<file path="src/core/tlir_pkg.sv">
`default_nettype none

package tlir_pkg;

	// --------------------------------------------------------------
	// Register byte offsets on the APB window.
	// --------------------------------------------------------------
	localparam logic [7:0] OFF_MAIN   = 8'h00;
	localparam logic [7:0] OFF_SECOND = 8'h04;
	localparam logic [7:0] OFF_MODE   = 8'h08;
	localparam logic [7:0] OFF_STATUS = 8'h0c;

	// --------------------------------------------------------------
	// Field positions of interrupt_control_main.
	// --------------------------------------------------------------
	localparam int B_GLB_EN = 7;
	localparam int B_GRP_EN = 6;
	localparam int B_T0IE = 5;
	localparam int B_I0IE = 4;
	localparam int B_PCIE = 3;
	localparam int B_T0IF = 2;
	localparam int B_I0IF = 1;
	localparam int B_PCIF = 0;

	// --------------------------------------------------------------
	// Field positions of interrupt_control_second and the mode bit.
	// --------------------------------------------------------------
	localparam int B_PUDIS = 7;
	localparam int B_EDG0  = 6;
	localparam int B_EDG1  = 5;
	localparam int B_EDG2  = 4;
	localparam int B_T0IP  = 2;
	localparam int B_PCIP  = 0;
	localparam int B_PMODE = 0;

	// --------------------------------------------------------------
	// Reset values and implemented-bit masks.
	// --------------------------------------------------------------
	localparam logic [7:0] RST_MAIN    = 8'h00;
	localparam logic [7:0] RST_SECOND  = 8'hf5;
	localparam logic [7:0] MASK_SECOND = 8'hf5;
	localparam logic       RST_PMODE   = 1'h0;

	// --------------------------------------------------------------
	// Vectors and response latency.
	// --------------------------------------------------------------
	localparam logic [15:0] VEC_HIGH       = 16'h0008;
	localparam logic [15:0] VEC_LOW        = 16'h0018;
	localparam int          CLKS_PER_INSTR = 4;
	localparam int          LAT_INSTR      = 3;
	localparam int          LAT_CLKS       = LAT_INSTR * CLKS_PER_INSTR;

	// Handler nesting, Gray coded along idle, low, both, high.
	typedef enum logic [1:0] {
		LVL_IDLE = 2'b00,
		LVL_LOW  = 2'b01,
		LVL_BOTH = 2'b11,
		LVL_HIGH = 2'b10
	} tlir_level_t;

endpackage

`default_nettype wire

</file>
<file path="src/core/tlir_top.sv">
// The placing of the registers and register access over APB are this design's own decisions.
`timescale 1ns/100ps
`default_nettype none

//
// How it works
// - Taking an interrupt clears the global enable of the level taken.
// - Compatible mode uses one enable; priority mode splits high and low.
// - High preempts a running low handler; low waits while high runs.
// - On entry the return address is pushed and the vector loaded.
// - The return operation leaves the handler and re-sets its enable.
// - Pin and port-change events reach the vector in three to four instruction cycles.
// - Flags set on their event regardless of any enable.
// - Main bit 7 is global enable, or high enable in priority mode.
// - Main bit 6 is peripheral enable, or low enable in priority mode.
// - Main bits 5 and 4 gate timer0 overflow and external 0.
// - Main bit 3 enables port change; pins also need their own enable.
// - Flag bits 2 and 1 set on their event and stay until cleared.
// - Port-change flag keeps setting on mismatch; port reads end it.
// - Second bit 7 disables pull-ups; else per-pin bit on inputs.
// - Second bits 6..4 pick rising or falling edge for externals.
// - Second bits 2 and 0 give timer0 and port-change priority.
// - Reset clears main register and sets implemented second bits.
// - Flag, enable and global enable together take the interrupt.
// - In compatible mode every interrupt vectors to the high address.
// - Priority mode is a separate mode bit, off after reset.
module tlir_top #(
	parameter int PA_W = 3,
	parameter int PB_W = 4
) (
	input  wire logic            core_clk,
	input  wire logic            reset_n,
	input  wire logic            psel,
	input  wire logic            penable,
	input  wire logic            pwrite,
	input  wire logic [7:0]      paddr,
	input  wire logic [31:0]     pwdata,
	output logic      [31:0]     prdata,
	output logic                 pready,
	output logic                 pslverr,
	input  wire logic            timer0_overflow,
	input  wire logic            ext_irq0_pin,
	input  wire logic [PA_W-1:0] first_io_port_pins,
	input  wire logic [PB_W-1:0] second_io_port_pins,
	input  wire logic [PA_W-1:0] first_io_port_pin_change_enables,
	input  wire logic [PB_W-1:0] second_io_port_pin_change_enables,
	input  wire logic            first_io_port_read,
	input  wire logic            second_io_port_read,
	input  wire logic [PA_W-1:0] first_io_port_pullup_bits,
	input  wire logic [PB_W-1:0] second_io_port_pullup_bits,
	input  wire logic [PA_W-1:0] first_io_port_is_input,
	input  wire logic [PB_W-1:0] second_io_port_is_input,
	input  wire logic            periph_high_req,
	input  wire logic            periph_low_req,
	input  wire logic            return_from_handler_op,
	input  wire logic [15:0]     return_pc,
	output logic                 enter_handler,
	output logic      [15:0]     vector_addr,
	output logic      [15:0]     push_addr,
	output logic      [PA_W-1:0] first_io_port_pullup_en,
	output logic      [PB_W-1:0] second_io_port_pullup_en,
	output logic                 ext_irq1_edge_select,
	output logic                 ext_irq2_edge_select
);

	localparam int LAT_W = $clog2(tlir_pkg::LAT_CLKS);
	localparam int SW    = 1 + PA_W + PB_W;
	localparam logic [LAT_W-1:0] LAT_LAST =
		LAT_W'(tlir_pkg::LAT_CLKS - 1);

	typedef struct packed {
		logic [7:0]            main;
		logic [7:0]            second;
		logic                  prio_mode;
		tlir_pkg::tlir_level_t lvl;
		logic [LAT_W-1:0]      lat;
		logic [PA_W-1:0]       la;
		logic [PB_W-1:0]       lb;
		logic [31:0]           rdata;
		logic                  rdy;
		logic                  err;
		logic                  enter;
		logic [15:0]           vec;
		logic [15:0]           push;
		logic [PA_W-1:0]       pua;
		logic [PB_W-1:0]       pub;
	} tlir_state_t;

	tlir_state_t st;
	tlir_state_t next_st;

	logic [SW-1:0]   pin_lvl;
	logic [SW-1:0]   pin_rise;
	logic [SW-1:0]   pin_fall;
	logic [PA_W-1:0] pa_lvl;
	logic [PB_W-1:0] pb_lvl;
	logic            int0_event;
	logic            mismatch;
	logic            pend_t0;
	logic            pend_i0;
	logic            pend_pc;
	logic            hi_req;
	logic            lo_req;
	logic            cand;
	logic            take;
	logic            take_hi;
	logic            wr;
	logic            wr_main;

	// --------------------------------------------------------------
	// Pin synchronisers.
	// --------------------------------------------------------------
	tlir_sync #(
		.W(SW)
	) u_sync (
		.core_clk(core_clk),
		.reset_n (reset_n),
		.pins    ({ext_irq0_pin, first_io_port_pins,
		            second_io_port_pins}),
		.level   (pin_lvl),
		.rise    (pin_rise),
		.fall    (pin_fall)
	);

	// --------------------------------------------------------------
	// Event detection.
	// --------------------------------------------------------------

	// The port latches hold the last read value; any enabled pin that
	// differs is a standing mismatch that keeps re-setting the flag.
	assign pa_lvl     = pin_lvl[PB_W +: PA_W];
	assign pb_lvl     = pin_lvl[PB_W-1:0];
	assign mismatch   = |((pa_lvl ^ st.la) & first_io_port_pin_change_enables) |
	                    |((pb_lvl ^ st.lb) & second_io_port_pin_change_enables);
	assign int0_event = st.second[tlir_pkg::B_EDG0] ? pin_rise[SW-1]
	                                                : pin_fall[SW-1];

	// --------------------------------------------------------------
	// Request gating.
	// --------------------------------------------------------------

	// Per-source pending terms from flag and enable.
	assign pend_t0 = st.main[tlir_pkg::B_T0IF] & st.main[tlir_pkg::B_T0IE];
	assign pend_i0 = st.main[tlir_pkg::B_I0IF] & st.main[tlir_pkg::B_I0IE];
	assign pend_pc = st.main[tlir_pkg::B_PCIF] & st.main[tlir_pkg::B_PCIE];

	// In compatible mode everything is one level behind bit 7, with the
	// peripheral group also behind bit 6. External 0 is always high.
	// Low requests are also held off while a high handler runs, even if
	// software re-opens the high enable inside that handler.
	always_comb begin
		if (!st.prio_mode) begin
			hi_req = st.main[tlir_pkg::B_GLB_EN] &
			         (pend_t0 | pend_i0 | pend_pc |
			          (st.main[tlir_pkg::B_GRP_EN] &
			           (periph_high_req | periph_low_req)));
			lo_req = 1'b0;
		end else begin
			hi_req = st.main[tlir_pkg::B_GLB_EN] &
			         ((pend_t0 & st.second[tlir_pkg::B_T0IP]) | pend_i0 |
			          (pend_pc & st.second[tlir_pkg::B_PCIP]) |
			          periph_high_req);
			lo_req = st.main[tlir_pkg::B_GLB_EN] &
			         st.main[tlir_pkg::B_GRP_EN] &
			         (st.lvl != tlir_pkg::LVL_HIGH) &
			         (st.lvl != tlir_pkg::LVL_BOTH) &
			         ((pend_t0 & ~st.second[tlir_pkg::B_T0IP]) |
			          (pend_pc & ~st.second[tlir_pkg::B_PCIP]) |
			          periph_low_req);
		end
	end

	// A request must stand for the full latency before it is taken.
	assign cand    = hi_req | lo_req;
	assign take    = cand & (st.lat == LAT_LAST);
	assign take_hi = take & hi_req;

	// --------------------------------------------------------------
	// Bus strobes.
	// --------------------------------------------------------------
	assign wr      = psel & penable & st.rdy & pwrite;
	assign wr_main = wr & (paddr == tlir_pkg::OFF_MAIN);

	// --------------------------------------------------------------
	// Next-state logic.
	// --------------------------------------------------------------
	always_comb begin
		next_st       = st;
		next_st.rdy   = psel & ~penable;
		next_st.err   = 1'b0;
		next_st.rdata = 32'h0000_0000;
		next_st.enter = 1'b0;

		// Read data is prepared in the setup cycle; unmapped reads
		// answer zero with an error.
		if (psel & ~penable) begin
			case (paddr)
				tlir_pkg::OFF_MAIN: begin
					next_st.rdata = {24'h00_0000, st.main};
				end
				tlir_pkg::OFF_SECOND: begin
					next_st.rdata = {24'h00_0000, st.second};
				end
				tlir_pkg::OFF_MODE: begin
					next_st.rdata = {31'h0000_0000, st.prio_mode};
				end
				tlir_pkg::OFF_STATUS: begin
					next_st.rdata = {28'h000_0000, st.lvl, hi_req, lo_req};
				end
				default: begin
					next_st.err = 1'b1;
				end
			endcase
		end

		// Register writes land first so that events below win.
		if (wr) begin
			case (paddr)
				tlir_pkg::OFF_MAIN: begin
					next_st.main = pwdata[7:0];
				end
				tlir_pkg::OFF_SECOND: begin
					next_st.second = pwdata[7:0] & tlir_pkg::MASK_SECOND;
				end
				tlir_pkg::OFF_MODE: begin
					next_st.prio_mode = pwdata[tlir_pkg::B_PMODE];
				end
				default: begin
				end
			endcase
		end

		// Flags set whatever the enables; a set beats a same-cycle clear.
		if (timer0_overflow) begin
			next_st.main[tlir_pkg::B_T0IF] = 1'b1;
		end
		if (int0_event) begin
			next_st.main[tlir_pkg::B_I0IF] = 1'b1;
		end
		if (mismatch) begin
			next_st.main[tlir_pkg::B_PCIF] = 1'b1;
		end

		// A port read re-arms its latch and so ends the mismatch.
		if (first_io_port_read) begin
			next_st.la = pa_lvl;
		end
		if (second_io_port_read) begin
			next_st.lb = pb_lvl;
		end

		// Latency counter restarts whenever the request drops.
		if (!cand || take) begin
			next_st.lat = '0;
		end else begin
			next_st.lat = st.lat + 1'b1;
		end

		// Return re-opens the level that is ending.
		if (return_from_handler_op) begin
			case (st.lvl)
				tlir_pkg::LVL_BOTH: begin
					next_st.lvl                      = tlir_pkg::LVL_LOW;
					next_st.main[tlir_pkg::B_GLB_EN] = 1'b1;
				end
				tlir_pkg::LVL_HIGH: begin
					next_st.lvl                      = tlir_pkg::LVL_IDLE;
					next_st.main[tlir_pkg::B_GLB_EN] = 1'b1;
				end
				tlir_pkg::LVL_LOW: begin
					next_st.lvl                      = tlir_pkg::LVL_IDLE;
					next_st.main[tlir_pkg::B_GRP_EN] = 1'b1;
				end
				default: begin
					next_st.main[tlir_pkg::B_GLB_EN] = 1'b1;
				end
			endcase
		end

		// Entry: push, vector and close the enable of the level taken.
		if (take) begin
			next_st.enter = 1'b1;
			next_st.push  = return_pc;
			if (take_hi) begin
				next_st.vec                   = tlir_pkg::VEC_HIGH;
				next_st.main[tlir_pkg::B_GLB_EN] = 1'b0;
				next_st.lvl = (st.lvl == tlir_pkg::LVL_LOW) ?
				              tlir_pkg::LVL_BOTH : tlir_pkg::LVL_HIGH;
			end else begin
				next_st.vec                    = tlir_pkg::VEC_LOW;
				next_st.main[tlir_pkg::B_GRP_EN] = 1'b0;
				next_st.lvl                    = tlir_pkg::LVL_LOW;
			end
		end

		// Pull-ups follow the register that will be current next cycle.
		next_st.pua = next_st.second[tlir_pkg::B_PUDIS] ? '0 :
		              (first_io_port_pullup_bits & first_io_port_is_input);
		next_st.pub = next_st.second[tlir_pkg::B_PUDIS] ? '0 :
		              (second_io_port_pullup_bits & second_io_port_is_input);
	end

	// --------------------------------------------------------------
	// State register.
	// --------------------------------------------------------------

	// The port-change flag comes up cleared rather than unknown so that
	// simulation starts clean.
	always_ff @(posedge core_clk) begin
		if (!reset_n) begin
			st        <= '0;
			st.main   <= tlir_pkg::RST_MAIN;
			st.second <= tlir_pkg::RST_SECOND;
			st.prio_mode <= tlir_pkg::RST_PMODE;
			st.lvl    <= tlir_pkg::LVL_IDLE;
		end else begin
			st <= next_st;
		end
	end

	// Every output is a flop of the state.
	assign prdata               = st.rdata;
	assign pready               = st.rdy;
	assign pslverr              = st.err;
	assign enter_handler        = st.enter;
	assign vector_addr          = st.vec;
	assign push_addr            = st.push;
	assign first_io_port_pullup_en      = st.pua;
	assign second_io_port_pullup_en      = st.pub;
	assign ext_irq1_edge_select = st.second[tlir_pkg::B_EDG1];
	assign ext_irq2_edge_select = st.second[tlir_pkg::B_EDG2];
endmodule

`default_nettype wire

</file>
<file path="src/core/tlir_sync.sv">
`timescale 1ns/100ps
`default_nettype none

// Two-flop synchroniser per pin plus a third stage for edge detection.
module tlir_sync #(
	parameter int W = 8
) (
	input  wire logic         core_clk,
	input  wire logic         reset_n,
	input  wire logic [W-1:0] pins,
	output logic      [W-1:0] level,
	output logic      [W-1:0] rise,
	output logic      [W-1:0] fall
);

	typedef struct packed {
		logic [W-1:0] s1;
		logic [W-1:0] s2;
		logic [W-1:0] s3;
	} tlir_sync_state_t;

	tlir_sync_state_t st;
	tlir_sync_state_t next_st;

	// --------------------------------------------------------------
	// Shift chain; only s2 and s3 feed any logic.
	// --------------------------------------------------------------
	always_comb begin
		next_st    = st;
		next_st.s1 = pins;
		next_st.s2 = st.s1;
		next_st.s3 = st.s2;
	end

	always_ff @(posedge core_clk) begin
		if (!reset_n) begin
			st <= '0;
		end else begin
			st <= next_st;
		end
	end

	// Edges come from the settled stages only.
	assign level = st.s2;
	assign rise  = st.s2 & ~st.s3;
	assign fall  = ~st.s2 & st.s3;

endmodule

`default_nettype wire

</file>
<file path="config.mk">
export PLATFORM = sky130hd
export DESIGN_NAME = tlir_top
export DESIGN_NICKNAME = d
export VERILOG_FILES = /design/src/core/tlir_pkg.sv /design/src/core/tlir_top.sv /design/src/core/tlir_sync.sv
export SDC_FILE = /design/constraint.sdc
export NUM_CORES = 1
export LEC_CHECK = 0
export ABC_CLOCK_PERIOD_IN_PS = 6300
export BUFFER_PORTS_ARGS = -buffer_cell sky130_fd_sc_hd__buf_2
export CAP_MARGIN = 15
export CORE_ASPECT_RATIO = 1.25
export CORE_MARGIN = 2
export CORE_UTILIZATION = 51
export CTS_CLUSTER_DIAMETER = 50
export DETAILED_ROUTE_END_ITERATION = 16
export PLACE_DENSITY = 0.85
export SETUP_SLACK_MARGIN = 0.5
export SYNTH_ARGS = -nofsm -noshare
export SYNTH_HDL_FRONTEND = slang
export SYNTH_HIERARCHICAL = 1
export SYNTH_SLANG_ARGS = --single-unit
</file>
<file path="constraint.sdc">
create_clock -name core_clk -period 6.3 [get_ports core_clk]
set_input_delay 1.575 -clock core_clk [delete_from_list [all_inputs] [get_ports core_clk]]
set_output_delay 1.575 -clock core_clk [all_outputs]
set_load 0.03 [all_outputs]
</file>
==> metrics.yaml, run 1 <==
pwr:
  power.internal_w: 0.000695
  p_sw_w: 0.000249
  vdd_drop_max_uv: 93.8
  p_leak_nw: 2.02
  power_density_nw_per_um2: 238
  clkPwrFrac_pct: 35.3
  pwr-share-comb_pct: 9.1
  finalPower_w: 0.000944
  swShare_pct: 26.4
  pwr-share-seq_pct: 55.7
routing:
  drt-total-wl_mm: 6.45
  via_per_inst: 4.79
  wl_per_cell_um: 11.7
  vias: 2639
  drc: 0
  ant_nets: 0
  drtIter0Drc: 80
  first_pass_iters: 4
finish:
  multiInputGateArea_um2: 1460
  antenna_cells: 0
  fillCellCount: 616
  register_area_um2: 1620
  layout-drive-gt1-share_pct: 30.4
  areaGrowthSynthToFinish_pct: 9.05
  num-nets-final: 556
flow_run:
  drv_cap: 0
worst_setup_path:
  critPathRequiredTime_ns: 6.59
  worstSetupEndpointType: "flip-flop"
  r2r_cells: 8
  cp_cell_sequence: "buf_2 > clkinv_1 > nor2_4 > and3_1"
  r2r_setup_slack_ns: 4.10
  cp-start-kind: "primary input"
  crit_fanout: 61
  regToRegEndpoint: "push_addr[4]$_SDFFE_PN0P_"
  reg2reg_from: "st[85]$_SDFFE_PN0P_"
  worstPathArrival_ns: 3.67
  critPathMaxStageDelay_ns: 0.81
  worst-setup-path-type: "in -> reg"
  cpLargestDelayFamily: "buffers and inverters"
  cp.buffers_inverters: 2
  cpMaxStageDelayCell: "clkinv_1"
timing:
  maxSlewHeadroom_pct: 38.1
  hold_violations: 0
  period_share_pct: 53.7
  rsz0062_at_grt: "no"
  skew_ns: 0.0111
  tightest_slew_ns: 0.929
  drv_slew: 0
  setup-tns-final_ns: 0
  setup_viol_count_final: 0
  hold_slack_ns: 0.439
  fmax_mhz: 296
  post-route-min-period_ns: 3.38
logic_synthesis:
  yosysWarnings: 6
  syn_inst: 391
  syn-cell-area_um2: 3640
  avgSynthCellArea_um2: 9.30
worst_hold_path:
  hp-start: "u_sync/next_st[14]$_SDFF_PN0_"
  holdPathEnd: "u_sync/level[6]$_SDFF_PN0_"
  worstHoldPathCells: 1
  hold_path.class: "reg -> reg"
clock_network:
  postCtsSetupRepairBufs: 0
  clockBufferDepth: 2
  cts_tree: "done"
  clock_latency_ns: 0.34
  ctsHoldBuffers: 0
  clk_pin_slew_ns: 0.09
  cts_resized: 0
  htree_levels: 3
  numCtsBuffers: 9
  cts_root_buf: "clkbuf_8"
  clock-sinks: 81
global_route:
  grt_usage_pct: 16.4
  grt_max_degree: 62
  gr-total-overflow: 0
  grt_pass1_wl_mm: 10.2
  grt_pass1_vias: 2429
  antenna_found_initial: 0
outcome:
  status: "complete, no violations"
die:
  start_util_pct: 52.4
  die-area_um2: 7820
  rows: 34
  fp.dieW_um: 79.5
  coreArea_um2: 6930
  die_height_um: 98.4
  io_pins: 172
place:
  port_buffers: 109
  place_congestion: 0.909
  hpwlAfterDp_mm: 4.89
==> placed cells by master (no fill, tap or decap), types with 2 or more instances in the layout <==
master	n
and3_1	7
nand3b_1	2
and2_1	12
nand3_1	19
ha_1	4
dfxtp_1	81
o22ai_1	2
nand4_1	2
nor3_1	7
and2_2	6
buf_2	109
a21oi_1	6
xor2_1	8
clkinvlp_4	3
clkbuf_8	9
o32ai_1	2
inv_1	9
nor2b_1	3
nand2_1	36
inv_6	2
a31oi_1	3
o21ai_0	21
a221oi_1	2
conb_1	38
mux2i_1	27
nor2_1	23
==> routing by layer <==
metal	vias to the layer above	wire (um)	track usage [%]
li1	1312	-	-
met1	1213	2540	17.2
met2	103	3340	30.2
met3	11	433	3.97
met4	0	141	7.69
met5	-	0	0
==> per-stage QoR <==
stage / utilization [%] / setup slack [ns] / cell area [um2] / std cells
2_1_floorplan: - / 3.06 / 3770 / 428
3_3_place_gp: 54.6 / 2.56 / 3790 / 535
3_5_place_dp: 54.6 / 2.51 / 3790 / 535
4_1_cts: 57.2 / 2.86 / 3970 / 551
5_1_grt: 57.2 / 2.63 / 3970 / 551
6_report: 57.2 / 2.92 / 3970 / 551
==> state kept, by name, indices dropped and copies added, names as in the netlist, 2 cells and up <==
register and flops:
prdata 8, second_io_port_pullup_en 4, st 26, u_sync/level 8, vector_addr 2, push_addr 16, u_sync/next_st 8, first_io_port_pullup_en 3
==> worst register-to-register path, stage by stage (launching register included) <==
cell and delay, ns:
dfxtp_1 0.38, inv_1 0.09, ha_1 0.20, nor3_1 0.19, o211ai_1 0.18, a21oi_2 0.51, buf_4 0.35, nand3_1 0.10
o21ai_0 0.12
==> final cells by class <==
cell class              instances  share of cell area (%)
inverters                      10                   0.947
clock buffers                   9                    3.12
repair buffers                110                    13.9
flip-flops and latches         81                    40.9
well taps                      90                    2.84
clock inverters                 7                    1.36
multi-input cells             244                    36.9
==> power groups by stage <==
stage | logic (W) | clock network [W] | registers [W]
floorplan | 0.0000785 | 0 | 0.000536
global placement | 0.0000834 | 0 | 0.000537
detailed placement | 0.0000852 | 0 | 0.000537
CTS | 0.0000856 | 0.000346 | 0.000525
global route | 0.0000924 | 0.000369 | 0.000526
finish | 0.0000855 | 0.000333 | 0.000525
==> worst max path at each step <==
| stage | startpoint | to | depth (start not counted) |
|---|---|---|---|
| 3_5_place_dp | reset_n | first_io_port_pullup_en[1]$_SDFF_PP0_ | 4 |
| 2_1_floorplan | paddr[5] | first_io_port_pullup_en[0]$_SDFF_PP0_ | 6 |
| 3_3_place_gp | reset_n | second_io_port_pullup_en[0]$_SDFF_PP0_ | 4 |
| 4_1_cts | reset_n | first_io_port_pullup_en[1]$_SDFF_PP0_ | 4 |
| 5_1_grt | reset_n | first_io_port_pullup_en[1]$_SDFF_PP0_ | 4 |
| 6_report | reset_n | first_io_port_pullup_en[1]$_SDFF_PP0_ | 4 |
(Power assumes the default switching activity.)
==> run 2, diff against run 1 <==
--- a/config.mk
+++ b/config.mk
@@ -5,15 +5,15 @@
 export SDC_FILE = /design/constraint.sdc
 export NUM_CORES = 1
 export LEC_CHECK = 0
-export ABC_CLOCK_PERIOD_IN_PS = 6300
+export ABC_CLOCK_PERIOD_IN_PS = 3500
 export BUFFER_PORTS_ARGS = -buffer_cell sky130_fd_sc_hd__buf_2
 export CAP_MARGIN = 15
 export CORE_ASPECT_RATIO = 1.25
 export CORE_MARGIN = 2
-export CORE_UTILIZATION = 51
+export CORE_UTILIZATION = 48
 export CTS_CLUSTER_DIAMETER = 50
 export DETAILED_ROUTE_END_ITERATION = 16
-export PLACE_DENSITY = 0.85
+export PLACE_DENSITY = 0.81
 export SETUP_SLACK_MARGIN = 0.5
 export SYNTH_ARGS = -nofsm -noshare
 export SYNTH_HDL_FRONTEND = slang
==> constraint.sdc (replaced) <==
create_clock -name core_clk -period 3.5 [get_ports core_clk]
set_input_delay 0.875 -clock core_clk [delete_from_list [all_inputs] [get_ports core_clk]]
set_output_delay 0.875 -clock core_clk [all_outputs]
set_load 0.03 [all_outputs]
==> run 2 against run 1 <==
  * Cell area rose by 1.5%
  * Non-clock buffer count rose by 2
  * Critical path depth rose by 2
  * Core utilization fell by 2.5 points
  * Sequential share of layout area fell by 0.61 points
  * Clock skew fell by 0.0026 ns
==> metrics.yaml, run 2 (synthesis gave the netlist of run 1 again) <==
finish:
  largest_reg_flops: 26  # unchanged
  final_cell_mix: "buf_2 (109), dfxtp_1 (81), conb_1 (38), nand2_1 (36), mux2i_1 (27)"  # unchanged
  fillCellCount: 690  # was 616
  num-nets-final: 558  # was 556
  antenna_cells: 0  # unchanged
  final_common_cell: "buf_2"  # unchanged
  top_register: "st"  # unchanged
  areaGrowthSynthToFinish_pct: 10.7  # was 9.05%
  layout-drive-gt1-share_pct: 30.5  # was 30.4%
routing:
  drtIter0Drc: 87  # was 80
  drc: 0  # unchanged
  wl_per_cell_um: 12.0  # was 11.7 um
  via_per_inst: 4.69  # was 4.79
  ant_nets: 0  # unchanged
  drt-total-wl_mm: 6.65  # was 6.45 mm
  vias: 2601  # was 2639
  first_pass_iters: 4  # unchanged
clock_network:
  cts_resized: 0  # unchanged
  ctsHoldBuffers: 0  # unchanged
  clock_latency_ns: 0.34  # about the same
  postCtsSetupRepairBufs: 0  # unchanged
  clock-sinks: 81  # unchanged
  htree_levels: 3  # unchanged
  clk_pin_slew_ns: 0.08  # was 0.09 ns
  clockBufferDepth: 2  # unchanged
  numCtsBuffers: 9  # unchanged
  cts_root_buf: "clkbuf_8"  # unchanged
  cts_tree: "done"  # unchanged
worst_setup_path:
  worstSetupEndpointType: "flip-flop"  # unchanged
  worstPathArrival_ns: 2.72  # was 3.67 ns
  critPathRequiredTime_ns: 3.75  # was 6.59 ns
  crit_fanout: 8  # was 61
  worst-setup-path-type: "in -> reg"  # unchanged
  cp-start-kind: "primary input"  # unchanged
  r2r_cells: 8  # unchanged
timing:
  post-route-min-period_ns: 2.47
  setup_viol_count_final: 0  # unchanged
  maxSlewHeadroom_pct: 60.6  # was 38.1%
  hold_violations: 0  # unchanged
  tightest_slew_ns: 0.585  # was 0.929 ns
  setup-tns-final_ns: 0  # unchanged
  rsz0062_at_grt: "no"  # unchanged
  drv_slew: 0  # unchanged
  hold_slack_ns: 0.436  # was 0.439 ns
  skew_ns: 0.00858  # was 0.0111 ns
  period_share_pct: 70.6
  fmax_mhz: 404
worst_hold_path:
  hold_path.class: "reg -> reg"  # unchanged
  worstHoldPathCells: 1  # unchanged
pwr:
  swShare_pct: 23.3  # was 26.4%
  power.internal_w: 0.00141  # was 0.000695 W
  pwr-share-comb_pct: 8.5  # was 9.1%
  power_density_nw_per_um2: 457  # was 238 nW/um2
  clkPwrFrac_pct: 40.1  # was 35.3%
  pwr-share-seq_pct: 51.4  # was 55.7%
  p_sw_w: 0.000428  # was 0.000249 W
  vdd_drop_max_uv: 239  # was 93.8 uV
  p_leak_nw: 2.06  # was 2.02 nW
die:
  die-area_um2: 8290  # was 7820 um2
  rows: 35  # was 34
  fp.dieW_um: 81.8  # was 79.5 um
  io_pins: 172  # unchanged
  die_height_um: 101  # was 98.4 um
  coreArea_um2: 7360  # was 6930 um2
  start_util_pct: 49.4  # was 52.4%
global_route:
  grt_max_degree: 61  # was 62
  antenna_found_initial: 0  # unchanged
  grt_usage_pct: 16.4  # about the same
  gr-total-overflow: 0  # unchanged
  grt_pass1_wl_mm: 10.5  # was 10.2 mm
  grt_pass1_vias: 2387  # was 2429
outcome:
  status: "complete, no violations"  # unchanged
place:
  place_congestion: 0.861  # was 0.909
  port_buffers: 109  # unchanged
  hpwlAfterDp_mm: 4.96  # was 4.89 mm
flow_run:
  drv_cap: 0  # unchanged
==> run 2: cell count changes in the layout (fill, tap and decap cells not counted), sizes merged <==
cell      change
inv           -2
clkinvlp      -3
buf           +2
bufinv        +2
clkbuf        +2
clkinv        +1
==> run 2: worst max-delay path: stages <==
cell and delay, ns:
buf_2 0.10, or4_4 0.55, nor4_4 0.34, nand2_1 0.39, mux2i_1 0.21, a221oi_1 0.27
==> run 2: layer usage <==
layer | up-vias | GRT usage [%] | wire length (um)
met5 | - | 0 | 0
met4 | 0 | 8.46 | 111
met3 | 12 | 4.19 | 460
met2 | 100 | 29.0 | 3510
met1 | 1174 | 17.9 | 2570
li1 | 1315 | - | -
==> run 2: metrics by stage <==
stage          cells  area [um2]  utilization, %  power, W  worst slack, ns
6_report         555        4030            54.7   0.00184             1.03
5_1_grt          555        4030            54.7   0.00192            0.948
4_1_cts          555        4030            54.7   0.00186             1.04
3_5_place_dp     539        3800            51.7   0.00112            0.684
3_3_place_gp     539        3800            51.7   0.00112            0.716
2_1_floorplan    428        3770               -   0.00111            0.960
==> run 2: cell type report <==
type / count / area [um2] / area share, %
timing repair buffer: 112 / 568 / 14.1
multi-input combinational: 244 / 1460 / 36.3
clock inverter: 5 / 78.8 / 1.96
sequential: 81 / 1620 / 40.3
inverter: 10 / 37.5 / 0.933
clock buffer: 11 / 141 / 3.51
tap: 92 / 115 / 2.86
==> run 2: power groups by stage <==
| stage | clock network [W] | registers [W] | logic [W] |
|---|---|---|---|
| final | 0.000738 | 0.000945 | 0.000156 |
| after global routing | 0.000806 | 0.000947 | 0.000169 |
| after CTS | 0.000761 | 0.000945 | 0.000156 |
| after detailed placement | 0 | 0.000967 | 0.000155 |
| after global placement | 0 | 0.000966 | 0.000152 |
| after floorplan | 0 | 0.000965 | 0.000141 |
==> run 2: worst paths after layout <==
kind | from | slack, ns | to
hold / removal | u_sync/next_st[14]$_SDFF_PN0_ | 0.44 | u_sync/level[6]$_SDFF_PN0_
hold reg to reg | u_sync/next_st[14]$_SDFF_PN0_ | 0.44 | u_sync/level[6]$_SDFF_PN0_
setup reg to reg | st[85]$_SDFFE_PN0P_ | 1.61 | push_addr[14]$_SDFFE_PN0P_
setup / recovery | paddr[5] | 1.03 | st[102]$_SDFF_PN0_
==> run 3, diff against run 2 <==
--- a/config.mk
+++ b/config.mk
@@ -5,7 +5,7 @@
 export SDC_FILE = /design/constraint.sdc
 export NUM_CORES = 1
 export LEC_CHECK = 0
-export ABC_CLOCK_PERIOD_IN_PS = 3500
+export ABC_CLOCK_PERIOD_IN_PS = 2400
 export BUFFER_PORTS_ARGS = -buffer_cell sky130_fd_sc_hd__buf_2
 export CAP_MARGIN = 15
 export CORE_ASPECT_RATIO = 1.25
==> constraint.sdc (replaced) <==
create_clock -name core_clk -period 2.4 [get_ports core_clk]
set_input_delay 0.6 -clock core_clk [delete_from_list [all_inputs] [get_ports core_clk]]
set_output_delay 0.6 -clock core_clk [all_outputs]
set_load 0.03 [all_outputs]
==> run 3 against run 2 <==
  * Clock skew rose by 0.0027 ns
  * Largest power group unchanged
  * Critical endpoint is now first_io_port_pullup_en[2]$_SDFF_PP0_
  * Total power up 39%
  * Largest cell class unchanged
  * Worst hold slack lost 0.0070 ns
  * Clock-buffer cell count stayed put
  * Global-route usage down 0.67 points
  * Non-clock buffer count grew 9
  * Combinational power grew 46%
  * Clock power rose by 28%
  * First-iteration DRC count is 9.2% lower
  * Routed wire length decreased by 0.77%
==> metrics.yaml, run 3 (synthesis gave the netlist of run 1 again) <==
worst_setup_path:
  worstPathArrival_ns: 2.34  # was 2.72 ns
  worst-setup-path-type: "in -> reg"  # unchanged
  reg2reg_from: "st[85]$_SDFFE_PN0P_"  # unchanged
  regToRegEndpoint: "st[85]$_SDFFE_PN0P_"  # was push_addr[14]$_SDFFE_PN0P_
  critPathRequiredTime_ns: 2.69  # was 3.75 ns
  crit_start: "paddr[5]"  # unchanged
  crit_fanout: 8  # unchanged
  r2r_setup_slack_ns: 0.59  # was 1.61 ns
  cp-start-kind: "primary input"  # unchanged
  worstSetupEndpointType: "flip-flop"  # unchanged
  r2r_cells: 8  # unchanged
  critPathCapture: "first_io_port_pullup_en[2]$_SDFF_PP0_"  # was st[102]$_SDFF_PN0_
global_route:
  antenna_found_initial: 0  # unchanged
  gr-total-overflow: 0  # unchanged
  grt_usage_pct: 15.8  # was 16.4%
  grt_max_degree: 46  # was 61
  grt_pass1_vias: 2401  # was 2387
  grt_pass1_wl_mm: 10.1  # was 10.5 mm
timing:
  rsz0062_at_grt: "yes"  # was no
  setup_ws_ns: 0.350  # was 1.03 ns
  hold_violations: 0  # unchanged
  post-route-min-period_ns: 2.05
  fmax_mhz: 488
  hold_slack_ns: 0.429  # was 0.436 ns
  period_share_pct: 85.4
  setup-tns-final_ns: 0  # unchanged
  drv_slew: 0  # unchanged
  skew_ns: 0.0113  # was 0.00858 ns
  setup_viol_count_final: 0  # unchanged
clock_network:
  ctsHoldBuffers: 0  # unchanged
  cts_tree: "done"  # unchanged
  clock-sinks: 81  # unchanged
  clk_pin_slew_ns: 0.08  # about the same
  clockBufferDepth: 2  # unchanged
  htree_levels: 3  # unchanged
  numCtsBuffers: 9  # unchanged
  clock_latency_ns: 0.35  # was 0.34 ns
  cts_root_buf: "clkbuf_8"  # unchanged
pwr:
  swShare_pct: 24.6  # was 23.3%
  power.internal_w: 0.00192  # was 0.00141 W
  clkPwrFrac_pct: 37.0  # was 40.1%
  p_leak_nw: 2.10  # was 2.06 nW
  p_sw_w: 0.000628  # was 0.000428 W
  pwr-share-comb_pct: 8.9  # was 8.5%
  vdd_drop_max_uv: 351  # was 239 uV
  pwr-share-seq_pct: 54.1  # was 51.4%
  power_density_nw_per_um2: 623  # was 457 nW/um2
routing:
  drtIter0Drc: 79  # was 87
  drt-total-wl_mm: 6.60  # was 6.65 mm
  ant_nets: 0  # unchanged
  drc: 0  # unchanged
  first_pass_iters: 4  # unchanged
  wl_per_cell_um: 11.7  # was 12.0 um
  vias: 2643  # was 2601
  via_per_inst: 4.69  # about the same
die:
  die-area_um2: 8290  # unchanged
  start_util_pct: 49.4  # unchanged
  die_height_um: 101  # unchanged
  io_pins: 172  # unchanged
  rows: 35  # unchanged
  fp.dieW_um: 81.8  # unchanged
  coreArea_um2: 7360  # unchanged
place:
  hpwlAfterDp_mm: 4.95  # was 4.96 mm
  port_buffers: 109  # unchanged
  place_congestion: 0.875  # was 0.861
  pre_cts_ws_ns: -0.0338  # was 0.684 ns
finish:
  final_common_cell: "buf_2"  # unchanged
  layout-drive-gt1-share_pct: 31.8  # was 30.5%
  top_register: "st"  # unchanged
  final_cell_mix: "buf_2 (108), dfxtp_1 (81), conb_1 (38), nand2_1 (35), mux2i_1 (27)"  # was buf_2 (109), dfxtp_1 (81), conb_1 (38), nand2_1 (36), mux2i_1 (27)
  antenna_cells: 0  # unchanged
  num-nets-final: 567  # was 558
  areaGrowthSynthToFinish_pct: 12.6  # was 10.7%
  largest_reg_flops: 26  # unchanged
worst_hold_path:
  hp-start: "u_sync/next_st[14]$_SDFF_PN0_"  # unchanged
  worstHoldPathCells: 1  # unchanged
  hold_path.class: "reg -> reg"  # unchanged
outcome:
  status: "complete, no violations"  # unchanged
flow_run:
  drv_cap: 0  # unchanged
[run 3: worst min-delay path by stage]
| stage | endpoint | slack (ns) |
|---|---|---|
| finish | u_sync/level[6]$_SDFF_PN0_ | 0.43 |
| global route | pslverr$_SDFF_PN0_ | 0.43 |
| CTS | pslverr$_SDFF_PN0_ | 0.43 |
| detailed placement | u_sync/level[0]$_SDFF_PN0_ | 0.42 |
| global placement | u_sync/level[5]$_SDFF_PN0_ | 0.42 |
| floorplan | u_sync/level[0]$_SDFF_PN0_ | 0.41 |
[run 3: routing by layer]
layer	up-vias	global-route usage (%)	share of wire, %
li1	1338	-	-
met1	1186	16.2	39
met2	104	28.4	52
met3	15	4.46	6.9
met4	0	8.46	2.5
met5	-	0	0
[run 3: area by class of cell]
| cell class | count | area (um2) |
|---|---|---|
| clock buffer | 11 | 131 |
| sequential | 81 | 1620 |
| fill | 661 | 3260 |
| timing repair buffer | 121 | 661 |
| clock inverter | 5 | 56.3 |
| tap | 92 | 115 |
| inverter | 10 | 37.5 |
| multi-input combinational | 244 | 1470 |
[run 3: through the flow]
step                area (um2)  instances  utilization [%]  total power, W
floorplan                 3770        428                -         0.00161
global placement          3860        546             52.4         0.00163
detailed placement        3860        546             52.4         0.00164
CTS                       4090        564             55.5         0.00258
global route              4090        564             55.6         0.00267
finish                    4090        564             55.6         0.00255
[run 3: timing repair]
action | CTS | global route
endpoints found under the setup margin | 18 | 29
gates resized for setup | 6 | 2
pin swaps | 7 | 3
setup buffers | 2 | 0
[run 3: power by group through the flow]
stage / Combinational (W) / Clock (W) / Sequential [W]
floorplan: 0.000206 / 0 / 0.00141
global placement: 0.000221 / 0 / 0.00141
detailed placement: 0.000225 / 0 / 0.00141
CTS: 0.000227 / 0.000977 / 0.00138
global route: 0.000246 / 0.00104 / 0.00138
finish: 0.000227 / 0.000945 / 0.00138
[run 3: worst max-delay path, stage by stage]
cell and delay, ns:
buf_6 0.09, or4_4 0.54, nor4_4 0.22, buf_4 0.17, nand3b_4 0.08, mux2_4 0.32, nor2_4 0.14, and3_1 0.18
